### src/tap_cmd_pkg.sv
package tap_cmd_pkg;

  // ==========================================
  // Register byte offsets
  localparam logic [7:0] OFF_STATUS = 8'h00;
  localparam logic [7:0] OFF_COMMAND = 8'h04;
  localparam logic [7:0] OFF_IRQ_STATUS = 8'h08;
  localparam logic [7:0] OFF_IRQ_ENABLE = 8'h0C;
  localparam logic [7:0] OFF_IRQ_CLEAR = 8'h10;

  // ==========================================
  // Status field layout
  localparam int ST_IN_BUF_BIT = 7;
  localparam int ST_OUT_FULL_BIT = 6;
  localparam int ST_CTR_BIT = 5;
  localparam int ST_STATE_W = 4;

  // ==========================================
  // Command field layout
  localparam int CMD_SOFTWARE_FULL_RESET_BIT = 7;
  localparam int CMD_TRST_BIT = 6;
  localparam int OPCODE_W = 4;
  localparam logic [3:0] OP_NULL = 4'h0;
  localparam logic [3:0] OP_RESERVED = 4'h1;
  localparam logic [3:0] OP_STATE_MOVE = 4'h6;
  localparam logic [3:0] OP_STATE_JUMP = 4'h7;
  localparam logic [3:0] OP_RSVD_E = 4'hE;
  localparam logic [3:0] OP_RSVD_F = 4'hF;
  localparam logic [7:0] CMD_RESET = 8'h00;
  localparam logic TRST_RESET = 1'b1;

  // ==========================================
  // Interrupt bits
  localparam int IRQ_W = 3;
  localparam int IRQ_DONE = 0;
  localparam int IRQ_DISCARD = 1;
  localparam int IRQ_IN_DATA = 2;

  // ==========================================
  // Stalled command write limit
  localparam int WAIT_LIMIT = 1000;
  localparam int WAIT_W = 10;

  // ==========================================
  // Types
  typedef enum logic [3:0] {
    TS_TEST_LOGIC_RESET, TS_SELECT_DR, TS_CAPTURE_DR, TS_SHIFT_DR,
    TS_EXIT1_DR, TS_PAUSE_DR, TS_EXIT2_DR, TS_UPDATE_DR,
    TS_RUN_TEST_IDLE, TS_SELECT_IR, TS_CAPTURE_IR, TS_SHIFT_IR,
    TS_EXIT1_IR, TS_PAUSE_IR, TS_EXIT2_IR, TS_UPDATE_IR
  } tap_state_t;

  typedef enum logic [1:0] {
    CMD_IDLE, CMD_WAIT_CTR, CMD_RUN
  } cmd_state_t;

endpackage

### src/irq_regs.sv
`timescale 1ns/1ps
module irq_regs
  import tap_cmd_pkg::*;
(
  // Clock and reset
  input wire logic clk,
  input wire logic rst,
  input wire logic soft_rst,
  // Events
  input wire logic [IRQ_W-1:0] events,
  // Software access
  input wire logic enable_we,
  input wire logic clear_we,
  input wire logic [IRQ_W-1:0] wdata,
  // State out
  output logic [IRQ_W-1:0] status,
  output logic [IRQ_W-1:0] enable,
  output logic irq
);

  typedef struct packed {
    logic [IRQ_W-1:0] status;
    logic [IRQ_W-1:0] enable;
    logic irq;
  } irq_state_t;

  localparam irq_state_t IRQ_RESET = '0;

  irq_state_t s_q;
  irq_state_t s_d;
  logic [IRQ_W-1:0] status_nx;

  // ==========================================
  // Sticky bits, set beats clear
  for (genvar i = 0; i < IRQ_W; i++) begin : g_bit
    assign status_nx[i] = events[i] | (s_q.status[i] & ~(clear_we & wdata[i]));
  end

  always_comb begin
    s_d = s_q;
    s_d.status = status_nx;
    if (enable_we) begin
      s_d.enable = wdata;
    end
    s_d.irq = |(s_d.status & s_d.enable);
    if (soft_rst) begin
      s_d = IRQ_RESET;
    end
  end

  always_ff @(posedge clk) begin
    if (rst) begin
      s_q <= IRQ_RESET;
    end else begin
      s_q <= s_d;
    end
  end

  assign status = s_q.status;
  assign enable = s_q.enable;
  assign irq = s_q.irq;

endmodule

### src/opcode_class.sv
`timescale 1ns/1ps
module opcode_class
  import tap_cmd_pkg::*;
(
  // Opcode in
  input wire logic [3:0] op,
  // Class out
  output logic startable,
  output logic uses_counter
);

  // ==========================================
  // Opcode classification
  always_comb begin
    case (op)
      OP_NULL, OP_RESERVED, OP_RSVD_E, OP_RSVD_F: begin
        startable = 1'b0;
        uses_counter = 1'b0;
      end
      OP_STATE_MOVE, OP_STATE_JUMP: begin
        startable = 1'b1;
        uses_counter = 1'b0;
      end
      default: begin
        startable = 1'b1;
        uses_counter = 1'b1;
      end
    endcase
  end

endmodule

### src/tap_master_status_command_regs.sv
`timescale 1ns/1ps
// Overview of operation
// RULE1: Status bit 7 shows input buffer holds data
// RULE2: Status bit 6 shows output buffer full
// RULE3: Bit 5 counter loaded; gates counter commands
// RULE4: State codes 0-7 are reset and DR path; tap_state_t gives code 0 to test-logic-reset
// RULE5: State codes 8-15 are idle and IR path
// RULE6: Status reads are live, never latched
// RULE7: Busy command read returns starting byte
// RULE8: Completion clears opcode to null
// RULE9: Software reset write accepted anytime, resets all
// RULE10: Busy command write stalls ready; abort discards
// RULE11: Command drives reset pin outside discrete mode
// RULE12: Bit 6 zero drives high, one low
// RULE13: Stalled write accepted once command finishes
module tap_master_status_command_regs
  import tap_cmd_pkg::*;
(
  // Clock and reset
  input wire logic MCLK,
  input wire logic SYS_RST,
  // APB slave
  input wire logic PSEL,
  input wire logic PENABLE,
  input wire logic PWRITE,
  input wire logic [7:0] PADDR,
  input wire logic [31:0] PWDATA,
  output logic [31:0] PRDATA,
  output logic PREADY,
  output logic PSLVERR,
  // Sequencer status
  input wire logic INPUT_BUFFER_HAS_DATA,
  input wire logic OUTPUT_BUFFER_FULL,
  input wire logic COUNTER_LOADED_FLAG,
  input wire logic [3:0] CURRENT_TARGET_STATE,
  input wire logic DISCRETE_MODE,
  input wire logic CMD_DONE,
  // Sequencer control
  output logic CMD_START,
  output logic [7:0] CMD_BYTE,
  output logic CMD_BUSY,
  output logic SOFT_RESET,
  output logic TRST_OUT,
  // Interrupt
  output logic IRQ
);

  typedef struct packed {
    cmd_state_t st;
    logic [7:0] cmd;
    logic busy;
    logic trst;
    logic start;
    logic soft_rst;
    logic ready;
    logic slverr;
    logic [31:0] rdata;
    logic [WAIT_W-1:0] wait_cnt;
    logic done_ev;
    logic discard_ev;
    logic in_prev;
  } top_state_t;

  localparam top_state_t TOP_RESET = '{
    st: CMD_IDLE, cmd: CMD_RESET, busy: 1'b0, trst: TRST_RESET, start: 1'b0,
    soft_rst: 1'b0, ready: 1'b0, slverr: 1'b0, rdata: 32'h0000_0000,
    wait_cnt: '0, done_ev: 1'b0, discard_ev: 1'b0, in_prev: 1'b0
  };

  top_state_t s_q;
  top_state_t s_d;

  logic access;
  logic cmd_wr;
  logic software_full_reset_wr;
  logic cmd_rd;
  logic cur_busy;
  logic finishing;
  logic wr_start;
  logic wr_uses_ctr;
  logic cur_uses_ctr;
  logic [7:0] status_byte;
  logic [IRQ_W-1:0] irq_status;
  logic [IRQ_W-1:0] irq_enable;
  logic [IRQ_W-1:0] irq_events;
  logic irq_en_we;
  logic irq_clr_we;

  // ==========================================
  // Bus decode
  assign access = PSEL & PENABLE & ~s_q.ready;
  assign cmd_wr = access & PWRITE & (PADDR == OFF_COMMAND);
  assign software_full_reset_wr = cmd_wr & PWDATA[CMD_SOFTWARE_FULL_RESET_BIT];
  assign cmd_rd = access & ~PWRITE & (PADDR == OFF_COMMAND);
  assign irq_en_we = access & PWRITE & (PADDR == OFF_IRQ_ENABLE);
  assign irq_clr_we = access & PWRITE & (PADDR == OFF_IRQ_CLEAR);
  assign cur_busy = (s_q.st != CMD_IDLE);
  assign finishing = (s_q.st == CMD_RUN) & CMD_DONE;

  // ==========================================
  // Live status byte
  assign status_byte = {
    INPUT_BUFFER_HAS_DATA,  // RULE1 RULE6
    OUTPUT_BUFFER_FULL,     // RULE2
    COUNTER_LOADED_FLAG,    // RULE3
    1'b0,
    CURRENT_TARGET_STATE    // RULE4 RULE5
  };

  opcode_class u_wr_class (
    .op(PWDATA[OPCODE_W-1:0]),
    .startable(wr_start),
    .uses_counter(wr_uses_ctr)
  );

  opcode_class u_cur_class (
    .op(s_q.cmd[OPCODE_W-1:0]),
    .startable(),
    .uses_counter(cur_uses_ctr)
  );

  // ==========================================
  // Next state
  always_comb begin
    s_d = s_q;
    s_d.start = 1'b0;
    s_d.soft_rst = 1'b0;
    s_d.ready = 1'b0;
    s_d.slverr = 1'b0;
    s_d.done_ev = 1'b0;
    s_d.discard_ev = 1'b0;
    s_d.wait_cnt = '0;
    s_d.in_prev = INPUT_BUFFER_HAS_DATA;
    // Command sequencing
    case (s_q.st)
      CMD_IDLE: begin
      end
      CMD_WAIT_CTR: begin
        if (COUNTER_LOADED_FLAG) begin // RULE3
          s_d.st = CMD_RUN;
          s_d.start = 1'b1;
        end
      end
      CMD_RUN: begin
        if (CMD_DONE) begin
          s_d.st = CMD_IDLE;
          s_d.cmd[OPCODE_W-1:0] = OP_NULL; // RULE8
          s_d.done_ev = 1'b1;
        end
      end
      default: begin
        s_d.st = CMD_IDLE;
      end
    endcase
    // Bus access
    if (access) begin
      if (software_full_reset_wr) begin
        s_d = TOP_RESET; // RULE9
        s_d.soft_rst = 1'b1;
        s_d.ready = 1'b1;
      end else if (cmd_wr && cur_busy && !finishing) begin
        s_d.wait_cnt = s_q.wait_cnt + 1'b1; // RULE10
        if (s_q.wait_cnt == WAIT_W'(WAIT_LIMIT - 1)) begin
          s_d.ready = 1'b1;
          s_d.slverr = 1'b1;
          s_d.discard_ev = 1'b1;
          s_d.wait_cnt = '0;
        end
      end else if (cmd_wr) begin
        s_d.ready = 1'b1; // RULE13
        if (!DISCRETE_MODE) begin
          s_d.trst = ~PWDATA[CMD_TRST_BIT]; // RULE11 RULE12
        end
        if (wr_start) begin
          s_d.cmd = PWDATA[7:0];
          if (wr_uses_ctr && !COUNTER_LOADED_FLAG) begin
            s_d.st = CMD_WAIT_CTR; // RULE3
          end else begin
            s_d.st = CMD_RUN;
            s_d.start = 1'b1;
          end
        end else begin
          s_d.cmd = {PWDATA[7:OPCODE_W], OP_NULL};
          s_d.st = CMD_IDLE;
        end
      end else begin
        s_d.ready = 1'b1;
        s_d.rdata = 32'h0000_0000;
        case (PADDR)
          OFF_STATUS: s_d.rdata[7:0] = status_byte; // RULE6
          OFF_COMMAND: s_d.rdata[7:0] = s_q.cmd; // RULE7
          OFF_IRQ_STATUS: s_d.rdata[IRQ_W-1:0] = irq_status;
          OFF_IRQ_ENABLE: s_d.rdata[IRQ_W-1:0] = irq_enable;
          OFF_IRQ_CLEAR: s_d.rdata = 32'h0000_0000;
          default: s_d.slverr = 1'b1;
        endcase
        if (PWRITE) begin
          s_d.rdata = 32'h0000_0000;
          s_d.slverr = (PADDR == OFF_STATUS) || (PADDR == OFF_IRQ_STATUS) ||
                       !((PADDR == OFF_IRQ_ENABLE) || (PADDR == OFF_IRQ_CLEAR));
        end
      end
    end
    s_d.busy = (s_d.st != CMD_IDLE);
  end

  always_ff @(posedge MCLK) begin
    if (SYS_RST) begin
      s_q <= TOP_RESET;
    end else begin
      s_q <= s_d;
    end
  end

  // ==========================================
  // Interrupts
  assign irq_events[IRQ_DONE] = s_q.done_ev;
  assign irq_events[IRQ_DISCARD] = s_q.discard_ev;
  assign irq_events[IRQ_IN_DATA] = INPUT_BUFFER_HAS_DATA & ~s_q.in_prev;

  irq_regs u_irq (
    .clk(MCLK),
    .rst(SYS_RST),
    .soft_rst(s_q.soft_rst),
    .events(irq_events),
    .enable_we(irq_en_we),
    .clear_we(irq_clr_we),
    .wdata(PWDATA[IRQ_W-1:0]),
    .status(irq_status),
    .enable(irq_enable),
    .irq(IRQ)
  );

  assign PRDATA = s_q.rdata;
  assign PREADY = s_q.ready;
  assign PSLVERR = s_q.slverr;
  assign CMD_START = s_q.start;
  assign CMD_BYTE = s_q.cmd;
  assign CMD_BUSY = s_q.busy;
  assign SOFT_RESET = s_q.soft_rst;
  assign TRST_OUT = s_q.trst;

  logic status_rd;
  assign status_rd = access & ~PWRITE & (PADDR == OFF_STATUS);
endmodule

### config.mk
export PLATFORM = sky130hd
export DESIGN_NAME = tap_master_status_command_regs
export DESIGN_NICKNAME = d
export VERILOG_FILES = /design/src/tap_cmd_pkg.sv /design/src/irq_regs.sv /design/src/opcode_class.sv /design/src/tap_master_status_command_regs.sv
export SDC_FILE = /design/constraint.sdc
export NUM_CORES = 1
export LEC_CHECK = 0
export BUFFER_PORTS_ARGS = -buffer_cell sky130_fd_sc_hd__buf_2
export CAP_MARGIN = 20
export CORE_ASPECT_RATIO = 1.25
export CORE_MARGIN = 4
export CORE_UTILIZATION = 25
export CTS_CLUSTER_DIAMETER = 120
export DETAILED_ROUTE_END_ITERATION = 8
export PLACE_DENSITY_LB_ADDON = 0.12
export SLEW_MARGIN = 40
export SYNTH_ARGS = -nofsm -noshare
export SYNTH_HDL_FRONTEND = slang
export SYNTH_HIERARCHICAL = 1
export SYNTH_SLANG_ARGS = --single-unit
export TNS_END_PERCENT = 20
### constraint.sdc
create_clock -name MCLK -period 2.76 [get_ports MCLK]
set_input_delay 0.828 -clock MCLK [delete_from_list [all_inputs] [get_ports MCLK]]
set_output_delay 0.828 -clock MCLK [all_outputs]
set_load 0.1 [all_outputs]
Yosys cells after proc, flatten, opt, wreduce, memory -nomap -nowiden
Cells that the tools add are included.
{"block": "word_totals", "latchBits": 0, "output_inout_bits": 47, "n_memories": 0, "rom_bits": 0, "register_bits": 68, "ram_bits": 0}
{"block": "classes", "n_shift": 0, "bitwise": 27, "n_addsub": 1, "multipliers": 0, "div_mod_pow": 0, "n_mux": 41, "n_reduce_logical": 27, "n_eq_ne": 15, "n_lt_le_gt_ge": 0}
{"operator": "33-bit two-way mux", "n": 2}
{"operator": "61-bit two-way mux", "n": 1}
{"operator": "10-bit two-way mux", "n": 6}
{"operator": "44-bit two-way mux", "n": 1}
{"operator": "32-bit two-way mux", "n": 1}
{"operator": "8-bit by 4-bit == test with 1-bit output (second input constant)", "n": 2}
{"operator": "1-bit two-way mux", "n": 16}
{"operator": "2-bit two-way mux", "n": 8}
{"operator": "1-bit bitwise AND", "n": 15}
{"operator": "3-bit one-hot mux with 4 select lines", "n": 1}
{"operator": "10-bit by 1-bit adder with 10-bit output (second input constant)", "n": 1}
{"operator": "10-bit == test (second input constant)", "n": 1}
{"operator": "5-bit one-hot mux with 2 select lines", "n": 1}
{"operator": "5-bit OR reduction", "n": 2}
{"operator": "4-bit by 3-bit == test with 1-bit output (second input constant)", "n": 2}
{"operator": "4-bit == test (second input constant)", "n": 2}
{"operator": "8-bit by 3-bit == test with 1-bit output (second input constant)", "n": 1}
{"operator": "8-bit by 5-bit == test with 1-bit output (second input constant)", "n": 1}
{"operator": "8-bit zero test", "n": 1}
{"operator": "4-bit two-way mux", "n": 2}
{"operator": "1-bit NOT", "n": 8}
{"operator": "4-bit OR reduction", "n": 2}
{"operator": "2-bit one-hot mux with 3 select lines", "n": 1}
{"operator": "3-bit AND reduction", "n": 2}
{"operator": "other kinds (18)", "n": 31}

Logic depth before layout (Yosys ltp)
Gate-level depths: netlist of the first run.
{"block": "depth", "depth_word": 11, "ltp_mapped": 7, "mapped_depth_nobuf": 7}

Modules after synthesis
Netlist of the first run, hierarchy kept.
{"mod": "tap_master_status_command_regs", "cells_per_inst": 229, "seq_area_each_um2": 740.7, "area_each_um2": 2073.2, "instances": 1}
{"mod": "irq_regs", "cells_per_inst": 27, "seq_area_each_um2": 140.1, "area_each_um2": 287.8, "instances": 1}
{"mod": "opcode_class", "cells_per_inst": 4, "seq_area_each_um2": 0.0, "area_each_um2": 25.0, "instances": 1}

Least setup slack after synthesis of the first run
OpenSTA, ideal clock, no wires.
{"block": "synth_timing", "path_kind": "input to register", "start": "in PADDR[7]", "end": "reg u_irq.s_q, in the netlist u_irq/irq", "required_time_ns": 2.640, "t_arrival_ns": 2.517, "setup_slack_ns": 0.124, "cell_stages": 7, "n_path_buf": 0, "setup_time_ns": 0.120, "cell_sequence": "nor4_4 and3_2 nand2_1 nor3_1 mux2i_1 a211oi_1 a211o_1"}
{"block": "synth_between", "elab_cells_between_ends": 19, "classes_between": "eq/ne: 2; mux: 1; bitwise: 15; reduce/logical: 1"}
{"element": "start, declared", "line": "tap_master_status_command_regs.sv:26", "text": "input wire logic [7:0] PADDR,"}
{"element": "8-bit by 4-bit == test with 1-bit output", "line": "tap_master_status_command_regs.sv:95", "text": "assign irq_en_we = access & PWRITE & (PADDR == OFF_IRQ_ENABLE);"}
{"element": "1-bit bitwise AND", "line": "tap_master_status_command_regs.sv:95"}
{"element": "via irq_en_we", "line": "tap_master_status_command_regs.sv:86", "text": "logic irq_en_we;"}
{"element": "3-bit two-way mux", "line": "irq_regs.sv:42", "text": "if (enable_we) begin"}
{"element": "3-bit bitwise AND", "line": "irq_regs.sv:45", "text": "s_d.irq = |(s_d.status & s_d.enable);"}
{"element": "3-bit OR reduction", "line": "irq_regs.sv:45"}
{"element": "end signal, assigned", "line": "irq_regs.sv:53", "text": "s_q <= IRQ_RESET;"}
{"element": "end signal, assigned", "line": "irq_regs.sv:55", "text": "s_q <= s_d;"}
{"element": "end, declared", "line": "irq_regs.sv:29", "text": "irq_state_t s_q;"}
The timed path passes the listed nets, and every way through them passes these cells.
A chain may end at the register's enable or synchronous reset.

Worst setup path in the final report of the first run
Ends and elaborated chain as after synthesis.

==> results.py, run 1 <==
metrics = {
    "clock_network": {
        "clockBufferDepth": 2,
        "ctsHoldBuffers": 0,
        "cts_made_buffers": 5,
        "cts_sinks": 44,
        "clk_latency_ps": 280,
        "cts_setup_buffers": 0,
        "h-tree-depth": 2,
        "cts_resized": 0,
        "cts-root-buf": "clkbuf_16",
        "cts_tree": "done",
        "clk_pin_slew_worst_paths_ps": 60,
    },
    "yosys": {
        "syn_area_sq_um": 2390,
        "synthFlopType": "dfxtp_1",
        "synth_top_family_by_area": "simple AND/OR/NAND/NOR gates",
        "yosysTopAreaCell": "dfxtp_1",
        "post-synth-top-count-cell": "dfxtp_1",
        "synth_area_leaders": "dfxtp_1 37%, buf_4 13%, nor3_1 4.2%",
        "synthXorXnorAreaFrac_pct": 2.94,
        "synth_top_area_share_pct": 36.9,
        "syn_avg_cell_area_sq_um": 9.18,
        "ys_async_sr_fraction_pct": 0,
        "synth_commonest_cells": "44 x dfxtp_1, 41 x buf_4, 20 x nor3_1",
        "synth_compound_area_share_pct": 13.3,
        "yosys.area_share.simple_pct": 22.3,
        "synth_edf_count": 0,
        "muxShareOfSynthArea_pct": 6.08,
        "ys_seq_elements": 44,
        "ys_warn_count": 6,
        "synth_fa_ha_area_share_pct": 0.524,
        "synth-seq-area-share_pct": 36.9,
        "netlist_instances": 260,
        "ys_types": 58,
    },
    "power_and_ir_drop": {
        "clockPowerShare_pct": 38.9,
        "ir_drop_mv": 0.212,
        "p_switching_uw": 442,
        "p_leak_uw": 0.00111,
        "pwr-share-comb_pct": 16.9,
        "switching_share_pct": 30.5,
        "pwr-share-seq_pct": 44.2,
        "powerDensity_nw_per_um2": 534,
        "p_int_uw": 1010,
        "total_power_uw": 1450,
    },
    "sta": {
        "skew_ps": 2.69,
        "setup_viol": 0,
        "relSlewSlack_pct": 63.4,
        "finalHoldViolations": 0,
        "timing.fmax_ghz": 0.433,
        "drv_slew": 0,
        "min_period_ps": 2310,
        "tightest_slew_ps": 547,
        "grt_setup_unrepaired": "false",
        "setup-tns-final_ps": 0,
        "fin_crit_sh_pct": 83.7,
    },
    "final_layout": {
        "multi_input_area_sq_um": 1170,
        "fin_util_pct": 29.4,
        "drive_gt1_share_pct": 27.9,
        "final-seq-area_sq_um": 881,
        "fillers": 987,
        "nets": 356,
        "areaGrowthSynthToFinish_pct": 13.6,
        "diodes": 0,
    },
    "floorplan": {
        "die_y_um": 117,
        "core_area_sq_um": 9220,
        "start_util_pct": 25.9,
        "ios": 101,
        "dieArea_sq_um": 11200,
        "rows": 39,
        "die_x_um": 95.4,
    },
    "grt": {
        "grt_usage_pct": 11.6,
        "grt_pass1_vias": 1925,
        "grt_max_degree": 14,
        "antenna_found_initial": 0,
        "grt_pass1_wl_um": 9810,
        "grt_overflow": 0,
    },
    "route": {
        "drc": 0,
        "first_pass_iters": 5,
        "avgViaCountPerCell": 4.42,
        "wl_per_cell_um": 14.2,
        "route.final.wire_length_um": 6040,
        "via_count": 1874,
        "drtIter0Drc": 63,
        "drtAntennaViolNets": 0,
    },
    "critical_path": {
        "crit_slowest_cell": "a211o_1",
        "crit_buf_inv": 2,
        "cpPeakStageDelay_ps": 310,
        "crit_path_end_kind": "register",
        "crit_path_start_kind": "primary input",
        "worstPathArrival_ps": 2470,
        "required_ps": 2920,
        "r2r_cells": 8,
        "crit_family": "simple AND/OR/NAND/NOR gates",
        "worst-path-stages": 9,
        "critPathKind": "in -> reg",
        "worstPathCellList": "buf_2 -> nor4_4 -> and3_2 -> nand2_1 -> nor3_1 -> buf_4 -> mux2i_1 -> a211oi_1 -> a211o_1",
        "crit_fanout": 3,
    },
    "flow_run": {
        "cap_violations": 0,
    },
    "hold_path": {
        "hold_depth": 1,
        "holdCritPathClass": "reg -> reg",
    },
    "placed_design": {
        "dpl.hpwl_um": 4820,
        "io_buffers": 52,
        "routabilityCongestion": 0.765,
    },
    "outcome": {
        "status": "finished clean",
    },
}
==> cells in the final DEF (no fill, tap or decap), drive strengths merged, types with 4 or more instances in the layout <==
cell type,instances
a21oi,10
and3,5
buf,60
clkbuf,6
conb,24
dfxtp,44
inv,14
mux2i,7
nand2,10
nand3,11
nand4,8
nor2,13
nor3,22
o211ai,4
o31ai,4
xnor2,6
==> final timing paths <==
check,startpoint,to,slack [ps]
worst max-delay path,PADDR[7],u_irq/irq,450
worst min-delay path,PRDATA[2],PRDATA[2],460
worst max register to register,PREADY,u_irq/irq,880
worst min register to register,PRDATA[2],PRDATA[2],460
==> cells by family (layout without fill, tap and decap cells) <==
group | after synthesis | count (layout)
simple gates | 90 | 90
mux | 10 | 10
fa+ha+maj | 1 | 1
compound gates | 43 | 43
flops | 44 | 44
other cells | 1 | 24
buf+inv | 63 | 81
xor+xnor | 8 | 8
==> worst register-to-register path: stages, from the launching register on <==
cell      delay [ps]
dfxtp_1          310
and3b_1          250
and3_2           210
nand2_1           50
nor3_1           160
buf_4            160
mux2i_1          230
a211oi_1          80
a211o_1          310
==> metal layers <==
metal	routed length (um)	up-vias	track usage (%)
met5	0	-	0
met4	88	0	4.08
met3	394	5	3.13
met2	3120	48	21.0
met1	2430	874	13.1
li1	-	947	-
==> flip-flops by register name, summed over array words and instances (netlist names) <==
name and count:
CMD_BUSY 1, CMD_BYTE 8, CMD_START 1, PRDATA 8, PREADY 1, PSLVERR 1, SOFT_RESET 1, TRST_OUT 1
irq_events 2, s_q 13, u_irq/enable 3, u_irq/irq 1, u_irq/status 3
==> cell type report <==
| type | count | share of cell area (%) |
|---|---|---|
| inverters | 14 | 1.94 |
| clock inverters | 1 | 0.185 |
| multi-input cells | 176 | 43.1 |
| clock buffers | 6 | 4.76 |
| flip-flops and latches | 44 | 32.5 |
| well taps | 123 | 5.68 |
| repair buffers | 60 | 11.8 |
==> power by group through the flow <==
stage	sequential, uW	clock, uW	combinational, uW
floorplan	662	0	218
global placement	654	0	244
detailed placement	654	0	245
CTS	640	591	245
global route	640	616	259
finish	640	564	245
==> metrics by stage <==
| stage | setup slack, ps | hold slack (ps) | cell area (sq um) | instances |
|---|---|---|---|---|
| floorplan | 124 | 428 | 2470 | 283 |
| global placement | 83.0 | 437 | 2580 | 417 |
| detailed placement | 118 | 442 | 2580 | 417 |
| CTS | 413 | 457 | 2710 | 424 |
| global route | 226 | 481 | 2710 | 424 |
| finish | 451 | 455 | 2710 | 424 |
No activity file was read; power rests on OpenSTA's default activity.
==> inputs of run 2 (changes only) <==
==> constraint.sdc (replaced) <==
create_clock -name MCLK -period 2 [get_ports MCLK]
set_input_delay 0.6 -clock MCLK [delete_from_list [all_inputs] [get_ports MCLK]]
set_output_delay 0.6 -clock MCLK [all_outputs]
set_load 0.1 [all_outputs]
==> results.py, run 2 (synthesis results as in run 1) <==
metrics = {
    "outcome": {
        "status": "finished clean",
    },
    "sta": {
        "skew_ps": 7.17,
        "finalHoldViolations": 0,
        "timing.fmax_ghz": 0.502,
        "grt_setup_unrepaired": "true",
        "min_period_ps": 1990,
        "tightest_slew_ps": 549,
        "setup_viol": 0,
        "relSlewSlack_pct": 63.3,
        "fin_crit_sh_pct": 99.5,
        "drv_slew": 0,
    },
    "final_layout": {
        "layout_commonest_cell": "buf_2",
        "stdcell_count": 439,
        "drive_gt1_share_pct": 32.3,
        "final_cell_mix": "52 x buf_2, 44 x dfxtp_1, 24 x conb_1",
        "fillers": 987,
        "largest_register_ff_count": 13,
        "fin_util_pct": 31.1,
        "multi_input_area_sq_um": 1190,
        "top_register": "s_q",
        "final-seq-area_sq_um": 881,
        "areaGrowthSynthToFinish_pct": 20.3,
        "nets": 371,
        "diodes": 0,
    },
    "floorplan": {
        "start_util_pct": 25.9,
        "die_y_um": 117,
        "dieArea_sq_um": 11200,
        "rows": 39,
        "die_x_um": 95.4,
        "ios": 101,
        "core_area_sq_um": 9220,
    },
    "clock_network": {
        "h-tree-depth": 2,
        "cts_sinks": 44,
        "clk_pin_slew_worst_paths_ps": 60,
        "clk_latency_ps": 290,
        "clockBufferDepth": 2,
        "cts_tree": "done",
        "cts_made_buffers": 5,
        "cts-root-buf": "clkbuf_16",
        "ctsHoldBuffers": 0,
    },
    "critical_path": {
        "crit_path_start_kind": "primary input",
        "required_ps": 2170,
        "r2r_cells": 7,
        "critPathKind": "in -> reg",
        "crit_path_end_kind": "register",
        "worstPathArrival_ps": 2170,
        "crit_fanout": 3,
    },
    "power_and_ir_drop": {
        "p_int_uw": 1470,
        "switching_share_pct": 30.0,
        "powerDensity_nw_per_um2": 733,
        "p_switching_uw": 632,
        "pwr-share-seq_pct": 41.9,
        "clockPowerShare_pct": 41.2,
        "p_leak_uw": 0.00120,
        "pwr-share-comb_pct": 16.9,
        "ir_drop_mv": 0.249,
    },
    "route": {
        "first_pass_iters": 4,
        "avgViaCountPerCell": 4.37,
        "via_count": 1917,
        "drtAntennaViolNets": 0,
        "wl_per_cell_um": 13.9,
        "drtIter0Drc": 69,
        "drc": 0,
        "route.final.wire_length_um": 6090,
    },
    "placed_design": {
        "dpl.cell_count": 431,
        "dpl.hpwl_um": 4800,
        "routabilityCongestion": 0.721,
        "io_buffers": 52,
    },
    "grt": {
        "grt_pass1_wl_um": 9470,
        "grt_usage_pct": 11.3,
        "grt_pass1_vias": 1829,
        "antenna_found_initial": 0,
        "grt_max_degree": 13,
        "grt_overflow": 0,
    },
    "hold_path": {
        "holdCritPathClass": "reg -> reg",
        "hold_depth": 2,
    },
    "flow_run": {
        "cap_violations": 0,
    },
}
==> run 2: repair_timing <==
action                                  in CTS  in global routing
endpoints found under the setup margin       1                  1
resized for setup                            0                  0
pin swaps                                    2                  0
buffers inserted                             1                  0
==> run 2: worst max-delay path, cell delays in order <==
cell and delay, ps:
buf_2 110, nor4_4 300, and3_4 240, nand2_2 60, nor3_4 240, mux2i_1 260, a211oi_1 80, a211o_1 270
==> run 2: routing by layer <==
metal | part of all wire [%] | GRT usage, % | routed length [um] | vias to the layer above
li1 | - | - | - | 977
met1 | 42 | 12.9 | 2580 | 884
met2 | 51 | 20.4 | 3140 | 49
met3 | 4.7 | 2.49 | 289 | 7
met4 | 1.4 | 3.98 | 85 | 0
met5 | 0 | 0 | 0 | -
==> run 2: power groups by stage <==
stage | combinational, uW | clock (uW) | sequential, uW
6_report | 355 | 867 | 882
5_1_grt | 374 | 917 | 882
4_1_cts | 356 | 891 | 882
3_5_place_dp | 355 | 0 | 902
3_3_place_gp | 355 | 0 | 902
2_1_floorplan | 302 | 0 | 914
==> run 2: worst paths after layout <==
check | from | to | slack, ps
hold / removal | irq_events[0] | u_irq/status[0] | 450
setup / recovery | PADDR[7] | u_irq/irq | 9
setup reg to reg | PREADY | u_irq/irq | 230
hold reg to reg | irq_events[0] | u_irq/status[0] | 450
==> run 2: per-stage QoR <==
step	cell area [sq um]	worst slack, ps	setup TNS (ps)	hold WS, ps	power (uW)
5_1_grt	2870	-128	-128	472	2170
4_1_cts	2870	-24.8	-24.8	455	2130
6_report	2870	9.15	0	451	2100
3_5_place_dp	2710	-336	-795	447	1260
3_3_place_gp	2710	-337	-828	432	1260
2_1_floorplan	2490	-218	-221	428	1220
==> run 2: area by class of cell <==
| class | count | area share [%] |
|---|---|---|
| Inverter | 14 | 1.83 |
| Tap cell | 123 | 5.36 |
| Clock buffer | 7 | 5.32 |
| Timing Repair Buffer | 75 | 15.5 |
| Multi-Input combinational cell | 176 | 41.3 |
| Sequential cell | 44 | 30.7 |
==> inputs of run 3 (changes only) <==
--- a/config.mk
+++ b/config.mk
@@ -8,8 +8,7 @@
 export BUFFER_PORTS_ARGS = -buffer_cell sky130_fd_sc_hd__buf_2
 export CAP_MARGIN = 20
 export CORE_ASPECT_RATIO = 1.25
-export CORE_MARGIN = 4
-export CORE_UTILIZATION = 25
+export CORE_UTILIZATION = 43
 export CTS_CLUSTER_DIAMETER = 120
 export DETAILED_ROUTE_END_ITERATION = 8
 export PLACE_DENSITY_LB_ADDON = 0.12
==> results.py, run 3 (synthesis results as in run 1) <==
metrics = {
    "route": {
        "drtIter0Drc": 91,
        "first_pass_iters": 4,
        "via_count": 1860,
        "avgViaCountPerCell": 4.95,
        "wl_per_cell_um": 13.2,
        "route.final.wire_length_um": 4980,
        "drc": 0,
        "drtAntennaViolNets": 0,
    },
    "final_layout": {
        "stdcell_count": 376,
        "multi_input_area_sq_um": 1190,
        "final-seq-area_sq_um": 881,
        "fin_util_pct": 51.9,
        "top_register": "s_q",
        "diodes": 0,
        "drive_gt1_share_pct": 31.8,
        "layout_commonest_cell": "buf_2",
        "nets": 369,
        "final_cell_mix": "52 x buf_2, 44 x dfxtp_1, 24 x conb_1",
        "areaGrowthSynthToFinish_pct": 13.6,
        "fillers": 522,
        "largest_register_ff_count": 13,
        "fin_area_sq_um": 2710,
    },
    "clock_network": {
        "cts_sinks": 44,
        "cts_tree": "done",
        "cts-root-buf": "clkbuf_8",
        "clk_latency_ps": 290,
        "clk_pin_slew_worst_paths_ps": 80,
        "cts_setup_buffers": 0,
        "clockBufferDepth": 2,
        "h-tree-depth": 2,
        "cts_made_buffers": 5,
    },
    "flow_run": {
        "cap_violations": 0,
    },
    "hold_path": {
        "holdCritPathClass": "reg -> reg",
        "hold_path_startpoint": "PRDATA[3]",
        "hold_depth": 1,
        "holdPathEnd": "PRDATA[3]",
    },
    "power_and_ir_drop": {
        "p_leak_uw": 0.00115,
        "ir_drop_mv": 0.370,
        "powerDensity_nw_per_um2": 672,
    },
    "critical_path": {
        "r2r_slack_ps": 230,
        "reg2reg_to": "u_irq/irq",
        "crit_path_start_kind": "primary input",
        "crit_path_end_kind": "register",
        "worstPathArrival_ps": 2150,
        "required_ps": 2180,
        "crit_fanout": 3,
        "r2r_cells": 7,
        "timing.rr.start": "PREADY",
        "critPathKind": "in -> reg",
        "cp-startpoint": "PADDR[7]",
    },
    "sta": {
        "fin_ws_ps": 25.5,
        "fin_crit_sh_pct": 98.7,
        "finalHoldViolations": 0,
        "min_period_ps": 1970,
        "grt_setup_unrepaired": "true",
        "drv_slew": 0,
        "setup_viol": 0,
        "timing.fmax_ghz": 0.506,
        "hold_ws_ps": 456,
        "skew_ps": 6.38,
    },
    "placed_design": {
        "routabilityCongestion": 0.790,
        "dpl.cell_count": 369,
        "io_buffers": 52,
        "place_area_sq_um": 2620,
        "dpl.hpwl_um": 3910,
        "preCtsSetupSlack_ps": -309,
    },
    "floorplan": {
        "dieArea_sq_um": 5850,
        "core_area_sq_um": 5230,
        "ios": 101,
        "die_x_um": 68.6,
        "start_util_pct": 45.7,
        "rows": 29,
        "die_y_um": 85.3,
    },
    "grt": {
        "grt_max_degree": 13,
        "grt_overflow": 0,
        "grt_pass1_vias": 1724,
        "antenna_found_initial": 0,
        "grt_pass1_wl_um": 7940,
        "grt_usage_pct": 18.4,
    },
    "outcome": {
        "status": "finished clean",
    },
}
-- run 3: cell types whose count changed in the layout (fill, tap and decap cells not counted), sizes merged --
cell	before	now
buf	75	73
-- run 3: how the worst max path moves through the flow --
| stage | to | slack, ps | cells past startpoint |
|---|---|---|---|
| after floorplan | u_irq/irq | -220 | 7 |
| after global placement | u_irq/irq | -300 | 8 |
| after detailed placement | u_irq/irq | -310 | 8 |
| after CTS | u_irq/irq | 10 | 8 |
| after global routing | u_irq/irq | -40 | 8 |
| final | u_irq/irq | 30 | 8 |
-- run 3: power by group --
group | internal (uW) | leakage (uW) | switching [uW]
Sequential | 880 | 0.000355 | 1.70
Clock | 308 | 0.0000503 | 283
Combinational | 67.0 | 0.000746 | 283
Total | 1250 | 0.00115 | 568
-- run 3: area by class of cell --
cell class                      instances  share of cell area, %
Clock buffer                            7                   3.55
Inverter                               14                   1.94
Multi-Input combinational cell        176                   43.7
Sequential cell                        44                   32.5
Tap cell                               62                   2.86
Timing Repair Buffer                   73                   15.4
-- run 3: what timing repair did --
| action | 4_1_cts | 5_1_grt |
|---|---|---|
| hold buffers | 0 | 0 |
| setup endpoints to repair | 0 | 1 |
| resized for setup | 0 | 0 |
-- run 3: worst max-delay path, stage by stage --
cell and delay [ps]:
buf_2 110, nor4_4 290, and3_4 230, nand2_2 60, nor3_4 250, mux2i_1 270, a211oi_1 70, a211o_1 270
-- run 3: metrics by stage --
step / power, uW / setup TNS, ps
after global routing: 1900 / -42.6
after floorplan: 1220 / -221
after CTS: 1850 / 0
final: 1820 / 0
after global placement: 1250 / -500
after detailed placement: 1250 / -512
-- run 3: per-layer routing --
metal  routed length [um]  up-vias  track usage (%)  share of wire [%]
li1                     -      976                -                  -
met1                 2280      835             23.2                 46
met5                    0        -                0                  0
met3                  231        7             4.57                4.6
met2                 2400       42             29.8                 48
met4                   64        0             6.25                1.3
